[src/inc/hwst_pkg.sv]
/*
  package for the external start-trigger exposure controller: register map,
  field positions, reset values and state codes.
  assumes a single 100 MHz clock domain.
*/
package hwst_pkg;

  // register offsets (byte addresses, one word each)
  localparam logic [7:0] HWST_CTRL_OFS   = 8'h00;
  localparam logic [7:0] HWST_EXPO_OFS   = 8'h04;
  localparam logic [7:0] HWST_STAT_OFS   = 8'h08;
  localparam logic [7:0] HWST_COUNT_OFS  = 8'h0c;

  // control register fields
  localparam int HWST_CTRL_EN_BIT     = 0;
  localparam int HWST_CTRL_SRC_BIT    = 1;
  localparam int HWST_CTRL_FALL_BIT   = 2;
  localparam int HWST_CTRL_WIDTH_BIT  = 3;
  localparam int HWST_CTRL_OVL_BIT    = 4;
  localparam int HWST_CTRL_W          = 5;
  localparam logic [4:0] HWST_CTRL_RST = 5'h00;

  // status register fields
  localparam int HWST_STAT_ARMED_BIT  = 0;
  localparam int HWST_STAT_EXPO_BIT   = 1;
  localparam int HWST_STAT_OVR_BIT    = 2;

  // exposure duration in clock cycles
  localparam int          HWST_EXPO_W   = 24;
  localparam logic [23:0] HWST_EXPO_RST = 24'h000064;

  // clock
  localparam int HWST_CLK_NS = 10;

  // controller states
  typedef enum logic [3:0] {
    HWST_OFF     = 4'b0001,
    HWST_ARMED   = 4'b0010,
    HWST_EXPOSE  = 4'b0100,
    HWST_EXTEND  = 4'b1000
  } hwst_state_t;

endpackage

[src/hwst_ctrl.sv]
/*
  external start-trigger exposure controller: arming, edge selection, timed
  and pulse-width exposure, overrun event and readout extension.
  assumes line inputs and readout_busy_i are synchronous to clk_i.
*/
`timescale 1ns/1ps
//
// Function
// - enabled with a line source, that line is the start trigger
// - polarity setting picks rising or falling start edges
// - when armed, a selected edge starts frame acquisition
// - leave armed on start; rearm automatically when ready again
// - edges arriving while not armed are discarded
// - one frame per accepted trigger
// - exactly two exposure policies: fixed and pulse width
// - fixed policy: start on selected edge, last programmed time
// - fixed policy: trigger during exposure ignored, overrun raised
// - pulse width rising: expose from rise to next fall
// - pulse width still uses programmed time for armed indicator
// - pulse end during readout extends exposure until readout ends
module hwst_ctrl
  import hwst_pkg::*;
#(
  parameter int EXPO_W = HWST_EXPO_W
) (
  // clock and reset
  input  wire logic        clk_i,
  input  wire logic        arst_n_i,
  input  wire logic        clk_en_i,
  // trigger input lines
  input  wire logic        line1_i,
  input  wire logic        line2_i,
  // readout status from sensor side
  input  wire logic        readout_busy_i,
  // register port
  input  wire logic [7:0]  addr_i,
  input  wire logic [31:0] wdata_i,
  input  wire logic        we_i,
  input  wire logic        re_i,
  output logic      [31:0] rdata_o,
  // exposure and status outputs
  output logic             expose_o,
  output logic             frame_start_o,
  output logic             armed_o,
  output logic             overrun_o
);

  hwst_state_t       state_q;
  logic [HWST_CTRL_W-1:0] ctrl_q;
  logic [EXPO_W-1:0] expo_q;
  logic [EXPO_W-1:0] cnt_q;
  logic              min_done_q;
  logic              ovr_q;
  logic [15:0]       frames_q;
  logic              start_edge;
  logic              end_edge;
  logic              line_sel;
  logic              width_mode;
  logic              ovl_mode;

  // width bit picks one of two policies
  assign width_mode = ctrl_q[HWST_CTRL_WIDTH_BIT];
  assign ovl_mode   = ctrl_q[HWST_CTRL_OVL_BIT];

  assign line_sel = ctrl_q[HWST_CTRL_SRC_BIT] ? line2_i : line1_i;

  hwst_edge u_edge (
    .clk_i    (clk_i),
    .arst_n_i (arst_n_i),
    .clk_en_i (clk_en_i),
    .line_i   (line_sel),
    .fall_i   (ctrl_q[HWST_CTRL_FALL_BIT]),
    .start_o  (start_edge),
    .end_o    (end_edge)
  );

  // control and exposure registers
  always_ff @(posedge clk_i or negedge arst_n_i) begin
    if (!arst_n_i) begin
      ctrl_q <= HWST_CTRL_RST;
      expo_q <= EXPO_W'(HWST_EXPO_RST);
    end else if (clk_en_i && we_i) begin
      if (addr_i == HWST_CTRL_OFS) begin
        ctrl_q <= wdata_i[HWST_CTRL_W-1:0];
      end
      if (addr_i == HWST_EXPO_OFS) begin
        expo_q <= wdata_i[EXPO_W-1:0];
      end
    end
  end

  // exposure state machine
  always_ff @(posedge clk_i or negedge arst_n_i) begin
    if (!arst_n_i) begin
      state_q <= HWST_OFF;
    end else if (clk_en_i) begin
      unique case (state_q)
        HWST_OFF: begin
          if (ctrl_q[HWST_CTRL_EN_BIT]) begin
            state_q <= HWST_ARMED;
          end
        end
        HWST_ARMED: begin
          if (!ctrl_q[HWST_CTRL_EN_BIT]) begin
            state_q <= HWST_OFF;
          end else if (start_edge) begin
            state_q <= HWST_EXPOSE;
          end
        end
        HWST_EXPOSE: begin
          if (!width_mode && cnt_q <= EXPO_W'(1)) begin
            state_q <= HWST_ARMED;
          end else if (width_mode && end_edge) begin
            if (ovl_mode && readout_busy_i) begin
              state_q <= HWST_EXTEND;
            end else begin
              state_q <= HWST_ARMED;
            end
          end
        end
        HWST_EXTEND: begin
          if (!readout_busy_i) begin
            state_q <= HWST_ARMED;
          end
        end
        default: state_q <= HWST_OFF;
      endcase
    end
  end

  // exposure timer, loaded on start
  // a zero count still exposes for one cycle, never for none
  always_ff @(posedge clk_i or negedge arst_n_i) begin
    if (!arst_n_i) begin
      cnt_q      <= '0;
      min_done_q <= 1'b0;
    end else if (clk_en_i) begin
      if (state_q == HWST_ARMED && start_edge) begin
        cnt_q      <= expo_q;
        min_done_q <= 1'b0;
      end else if (cnt_q != '0) begin
        cnt_q <= cnt_q - EXPO_W'(1);
      end else begin
        min_done_q <= 1'b1;
      end
    end
  end

  // outputs: exposure, frame pulse, armed, overrun
  always_ff @(posedge clk_i or negedge arst_n_i) begin
    if (!arst_n_i) begin
      expose_o      <= 1'b0;
      frame_start_o <= 1'b0;
      armed_o       <= 1'b0;
      overrun_o     <= 1'b0;
    end else if (clk_en_i) begin
      expose_o      <= (state_q == HWST_EXPOSE) || (state_q == HWST_EXTEND);
      frame_start_o <= (state_q == HWST_ARMED) && start_edge &&
                       ctrl_q[HWST_CTRL_EN_BIT];
      // ready only after programmed minimum time
      armed_o       <= (state_q == HWST_ARMED) ||
                       (width_mode && state_q == HWST_EXPOSE && min_done_q);
      overrun_o     <= !width_mode && (state_q == HWST_EXPOSE) && start_edge;
    end
  end

  // sticky overrun flag, set wins so a clear in the same cycle cannot
  // hide a new overrun; frame counter of accepted starts
  always_ff @(posedge clk_i or negedge arst_n_i) begin
    if (!arst_n_i) begin
      ovr_q    <= 1'b0;
      frames_q <= '0;
    end else if (clk_en_i) begin
      if (!width_mode && state_q == HWST_EXPOSE && start_edge) begin
        ovr_q <= 1'b1;
      end else if (we_i && addr_i == HWST_STAT_OFS &&
                   wdata_i[HWST_STAT_OVR_BIT]) begin
        ovr_q <= 1'b0;
      end
      if (state_q == HWST_ARMED && start_edge && ctrl_q[HWST_CTRL_EN_BIT]) begin
        frames_q <= frames_q + 16'h0001;
      end
    end
  end

  // read data one cycle after strobe
  always_ff @(posedge clk_i or negedge arst_n_i) begin
    if (!arst_n_i) begin
      rdata_o <= 32'h0000_0000;
    end else if (clk_en_i) begin
      rdata_o <= 32'h0000_0000;
      if (re_i) begin
        unique case (addr_i)
          HWST_CTRL_OFS:  rdata_o <= {{(32-HWST_CTRL_W){1'b0}}, ctrl_q};
          HWST_EXPO_OFS:  rdata_o <= {{(32-EXPO_W){1'b0}}, expo_q};
          HWST_STAT_OFS:  rdata_o <= {29'h0, ovr_q,
                                      state_q[2] | state_q[3], state_q[1]};
          HWST_COUNT_OFS: rdata_o <= {16'h0000, frames_q};
          default:        rdata_o <= 32'h0000_0000;
        endcase
      end
    end
  end
endmodule // hwst_ctrl

[src/hwst_edge.sv]
/*
  edge detector for one synchronous input line with selectable polarity.
  assumes the line is already synchronous to clk_i.
*/
`timescale 1ns/1ps
module hwst_edge (
  // clock and reset
  input  wire logic clk_i,
  input  wire logic arst_n_i,
  input  wire logic clk_en_i,
  // line and polarity
  input  wire logic line_i,
  input  wire logic fall_i,
  // detected edges
  output logic      start_o,
  output logic      end_o
);

  logic line_q;
  logic vld_q;

  // previous sample of the line; vld_q blocks edges until one real
  // sample is held, so a line idling high gives no false edge on reset
  always_ff @(posedge clk_i or negedge arst_n_i) begin
    if (!arst_n_i) begin
      line_q <= 1'b0;
      vld_q  <= 1'b0;
    end else if (clk_en_i) begin
      line_q <= line_i;
      vld_q  <= 1'b1;
    end
  end

  // start edge follows polarity, end edge is the opposite one
  always_comb begin
    start_o = vld_q & (fall_i ? (line_q & ~line_i) : (~line_q & line_i));
    end_o   = vld_q & (fall_i ? (~line_q & line_i) : (line_q & ~line_i));
  end

endmodule // hwst_edge

[config.mk]
export PLATFORM = sky130hd
export DESIGN_NAME = hwst_ctrl
export DESIGN_NICKNAME = d
export VERILOG_FILES = /design/src/inc/hwst_pkg.sv /design/src/hwst_ctrl.sv /design/src/hwst_edge.sv
export SDC_FILE = /design/constraint.sdc
export NUM_CORES = 1
export LEC_CHECK = 0
export ABC_AREA = 1
export BUFFER_PORTS_ARGS = -buffer_cell sky130_fd_sc_hd__buf_4
export CORE_MARGIN = 2
export CORE_UTILIZATION = 29
export CTS_CLUSTER_DIAMETER = 200
export DETAILED_ROUTE_END_ITERATION = 16
export PLACE_DENSITY = 0.54
export SLEW_MARGIN = 20
export SYNTH_ARGS = -nofsm -noshare
export SYNTH_HDL_FRONTEND = slang
export SYNTH_SLANG_ARGS = --single-unit
[constraint.sdc]
create_clock -name clk_i -period 2.2 [get_ports clk_i]
set_clock_uncertainty 0.1 [all_clocks]
set_input_delay 0.55 -clock clk_i [delete_from_list [all_inputs] [get_ports clk_i]]
set_output_delay 0.55 -clock clk_i [all_outputs]
set_load 0.02 [all_outputs]
; ---- Word level (Yosys, flattened, before mapping)
; Cells that the tools add are included.
[op_classes]
bitwise = 7
reduce_logical = 26
eq_ne = 12
n_lt_le_gt_ge = 1
n_addsub = 2
mux = 19
[ops]
columns = cell, count
row1 = case mux 24 bit (4 select lines), 1
row2 = 2-to-1 mux 24 bit, 3
row3 = 2-to-1 mux 4 bit, 7
row4 = less-or-equal comparator 24 x 1 -> 1 bit (second input constant), 1
row5 = nonzero test 24 bit, 1
row6 = subtractor 24 x 1 -> 24 bit (second input constant), 1
row7 = adder 16 x 1 -> 16 bit (second input constant), 1
row8 = == test 8 x 4 -> 1 bit (second input constant), 2
row9 = case mux 4 bit (4 select lines), 1
row10 = logical AND 1 bit, 12
row11 = AND reduction 2 bit, 6
row12 = == test 8 x 3 -> 1 bit (second input constant), 1
row13 = zero test 8 bit, 1
row14 = 2-to-1 mux 1 bit, 7
row15 = != test 2 bit (second input constant), 3
row16 = != test 3 bit (second input constant), 2
row17 = AND reduction 5 bit, 1
row18 = bitwise AND 1 bit, 4
row19 = == test 4 x 1 -> 1 bit (second input constant), 1
row20 = == test 4 x 2 -> 1 bit (second input constant), 1
row21 = == test 4 x 3 -> 1 bit (second input constant), 1
row22 = == test 4 bit (second input constant), 1
row23 = nonzero test 2 bit, 2
row24 = logical OR 1 bit, 2
row25 = 3 further kinds, 4
[totals]
elab_cells = 81
reg_bits = 113

; ---- Depth between registers and ports, before layout
[logic_depth]
depth_word = 9
depth_mapped = 12
depth_no_buf = 11

; ---- By module
; From an unflattened synthesis, not the netlist that was laid out.
[unflattened]
hier_cells = 788
hier_area_um2 = 5798.1
[by_module_without_submodules]
columns = module, instances, seq_area_each_um2, area_per_inst_um2, cells_per_inst
row1 = hwst_ctrl, 1, 2582.5, 5679.2, 770
row2 = hwst_edge, 1, 50.0, 118.9, 18

; ---- Worst setup path after synthesis
; Ideal clock, no wire load.
[synth_timing]
path_kind = input to register
start = input port addr_i[1]
end = register expo_q[10]
path_slack_ps = 391
stages = 6
arrival_ps = 1582
setup_time_ps = 128
t_required_ps = 1972
path_cell_list = nor2_1 > nand2_1 > nor3_4 > nand2_1 > buf_2 > mux2_1
[synth_via]
elab_chain_len = 2
[synth_rtl]
columns = element, line_no
row1 = from (decl), hwst_ctrl.sv:36  ; input wire logic [7:0] addr_i,
row2 = == test 8 x 3 -> 1 bit, hwst_ctrl.sv:86  ; if (addr_i == HWST_EXPO_OFS) begin
row3 = AND reduction 2 bit (no line), --
row4 = to (signal assigned), hwst_ctrl.sv:81  ; expo_q <= EXPO_W'(HWST_EXPO_RST);
row5 = to (signal assigned), hwst_ctrl.sv:87  ; expo_q <= wdata_i[EXPO_W-1:0];
row6 = to (decl), hwst_ctrl.sv:50  ; logic [EXPO_W-1:0] expo_q;
; No other way between the ends.
; A chain may end at the register's enable or synchronous reset.

; ---- Final worst setup path
[layout_timing]
start = register cnt_q[0]
end = register cnt_q[14]
[layout_via]
elab_chain_len = 3
[layout_rtl]
columns = element, line_no
row1 = from (decl), hwst_ctrl.sv:51  ; logic [EXPO_W-1:0] cnt_q;
row2 = from (signal assigned), hwst_ctrl.sv:139  ; cnt_q <= expo_q;
row3 = from (signal assigned), hwst_ctrl.sv:142  ; cnt_q <= cnt_q - EXPO_W'(1);
row4 = subtractor 24 x 1 -> 24 bit or nonzero test 24 bit (tied branches), "hwst_ctrl.sv:142, hwst_ctrl.sv:141"
row5 = 2-to-1 mux 24 bit or nonzero test 2 bit (tied branches), --
row6 = 2-to-1 mux 24 bit or AND reduction 2 bit (tied branches), --
; Several ways; a longest one is shown, not always the timed one. The select of a mux whose other input is x is not followed.

==> results.yml <==
worst_hold_path:
  min_path_type: "in -> async"
clock_tree:
  htree_levels: 3
  holdBufCountCts: 0
  clkLatencyLatePin_ns: 0.36
  clk_pin_slew_ns: 0.07
  cts_buffers: 9
  cts_root_buffer: "clkbuf_16"
  clk_path_buf_depth: 2
  cts_tree: "yes"
  clock-sinks: 105
  postCtsSetupBuffers: 0
  cts-resized-gates: 0
flow_run:
  maxCapViolCount: 0
yosys:
  synth-seq-area-share_pct: 45.4
  syn_inst: 779
  ys_types: 37
  async_flop_share_pct: 100
  synth_area_mm2: 0.00580
  synth_edf_count: 0
  synth_warnings: 0
  ys.flop_type: "dfrtp_1"
  syn_area_per_cell_um2: 7.45
  ys_seq_elements: 105
pwr:
  p_total_mw: 5.98
  powerDensity_mw_per_mm2: 852
  ir_drop_mv: 0.474
  leakage_nw: 3.61
cells_and_area:
  fillers: 2157
  fin_area_mm2: 0.00701
  antennaDiodeCount: 0
  drive_gt1_share_pct: 15.0
  areaGrowthSynthToFinish_pct: 20.8
  fin_nets: 906
worst_setup_path:
  r2r_start: "cnt_q[0]"
  path_class: "reg -> reg"
  path_max_fanout: 7
  r2r_slack_ns: 0.23
  r2r_end: "cnt_q[14]"
  r2r_cells: 9
  worstPathRequired_ns: 2.40
  critPathLaunchType: "flip-flop"
  worst_setup_path_end_kind: "flip-flop"
  critPathArrivalTime_ns: 2.17
timing:
  timing.final.crit_period_ns: 1.97
  layout_setup_ws_ns: 0.226
  timing.fmax_mhz: 507
  period_share_pct: 89.7
  tns_ns: 0
  hold_viol: 0
  finalMaxSlewViolations: 0
  holdWs_ns: 0.0330
  rsz0062_at_grt: "false"
  setup_viol: 0
global_route:
  grt_usage_pct: 15.2
  overflow: 0
  grt_first_pass_wirelength_mm: 25.9
  antenna_found_initial: 0
  grt_max_degree: 41
  first_global_vias: 5114
routing:
  drc: 0
  drt_iter0_markers: 287
  vias: 5190
  routedWlPerCell_um: 13.7
  dr.pass1.iters: 4
  drt-vias-per-instance: 4.62
  routed_wl_mm: 15.4
  ant_nets: 0
placement:
  port_buffers: 67
  place_hpwl_mm: 11.4
  place_worst_setup_slack_ns: 0.120
  place.gp.congestion: 0.822
  placed_cell_area_mm2: 0.00671
run_status:
  status: "complete, no violations"
floorplan:
  floorplan.initialDensity_pct: 29.7
  die_w_um: 145
  die_area_mm2: 0.0212
  die_y_um: 145
  io_pins: 84
  rows: 51
  core_area_mm2: 0.0195
through the flow:
| stage | util [%] | instances |
|---|---|---|
| 3_3_place_gp | 34.4 | 1108 |
| 5_1_grt | 35.9 | 1124 |
| 6_report | 35.9 | 1124 |
| 3_5_place_dp | 34.4 | 1108 |
| 4_1_cts | 35.9 | 1124 |
| 2_1_floorplan | - | 786 |
worst max-delay path by stage:
stage	start	cells after the start	slack [ns]	end
2_1_floorplan	addr_i[1]	6	0.39	expo_q[10]
3_3_place_gp	addr_i[1]	7	0.13	expo_q[15]
3_5_place_dp	addr_i[1]	7	0.12	expo_q[15]
4_1_cts	cnt_q[0]	9	0.22	cnt_q[14]
5_1_grt	state_q[2]	8	0.04	frames_q[9]
6_report	cnt_q[0]	9	0.23	cnt_q[14]
cell families after synthesis:
logic type / share of synthesized area (%)
and+or+nand+nor: 32.6
buffers and inverters: 8.19
DFF: 45.4
AOI/OAI and AO/OA: 8.80
xor gates and xnor gates: 2.41
muxes: 1.75
adders and majority gates: 0.862
other: 0.0646
flip-flops by register name, indices dropped and copies added, names as in the netlist:
| signal | flops |
|---|---|
| overrun_o | 1 |
| armed_o | 1 |
| frames_q | 16 |
| u_edge.line_q | 1 |
| expose_o | 1 |
| rdata_o | 24 |
| cnt_q | 24 |
| ctrl_q | 5 |
| state_q | 4 |
| frame_start_o | 1 |
| ovr_q | 1 |
| min_done_q | 1 |
| u_edge.vld_q | 1 |
| expo_q | 24 |
placed cells by master, fill, tap and decap left out, types with 3 or more instances in the layout:
master     Yosys  layout
a21oi_1       11      11
a22o_1         9       9
a31oi_1        3       3
buf_12         0       6
buf_4         12      82
clkbuf_16      0       9
conb_1         1       8
dfrtp_1      101     101
dfstp_2        4       4
ha_1           4       4
inv_1         72      72
inv_2          4       4
mux2_1         9       9
nand2_1      276     276
nand2_2        4       4
nand3_1       52      52
nand4_1       11      11
nor2_1        86      86
nor3_1         5       5
nor3_2         3       3
o21ai_0       41      41
o21ai_1        9       9
o22ai_1        4       4
o31ai_1        8       8
or2_2          3       3
xnor2_1        3       3
xor2_1        13      13
layer usage:
layer | GRT usage, % | part of all wire, % | vias up
li1 | - | - | 2604
met1 | 20.3 | 48 | 2468
met2 | 25.1 | 47 | 106
met3 | 3.35 | 4.4 | 12
met4 | 4.07 | 1.2 | 0
met5 | 0 | 0 | -
layout make-up:
type | count | area [um^2] | area share [%]
clock buffers | 11 | 243 | 3.46
clock inverters | 5 | 62.6 | 0.892
inverters | 76 | 285 | 4.07
multi-input cells | 574 | 2720 | 38.8
flip-flops and latches | 105 | 2630 | 37.5
well taps | 265 | 332 | 4.73
repair buffers | 88 | 736 | 10.5
cell usage after synthesis (9+ instances only):
| library cell | n | area, um^2 |
|---|---|---|
| o21ai_1 | 9 | 45.0 |
| inv_1 | 72 | 270 |
| mux2_1 | 9 | 101 |
| o21ai_0 | 41 | 205 |
| a21oi_1 | 11 | 55.1 |
| a22o_1 | 9 | 78.8 |
| nand3_1 | 52 | 260 |
| buf_2 | 11 | 55.1 |
| xor2_1 | 13 | 114 |
| nand2_1 | 276 | 1040 |
| nand4_1 | 11 | 68.8 |
| nor2_1 | 86 | 323 |
| buf_4 | 12 | 90.1 |
| dfrtp_1 | 101 | 2530 |
power breakdown:
group	total, mW	switching [mW]	internal, mW
registers	2.46	0.278	2.18
clock network	1.70	0.772	0.926
logic	1.82	1.16	0.659
worst max-delay path, cell delays in order (launching register included):
cell and delay, ns:
dfrtp_1 0.42, inv_1 0.12, ha_1 0.30, inv_1 0.09, nor2_1 0.31, nand2_1 0.15, xor2_1 0.15, o21ai_0 0.15
nand2_1 0.07, nand2_1 0.05
No activity file was read; power rests on OpenSTA's default activity.
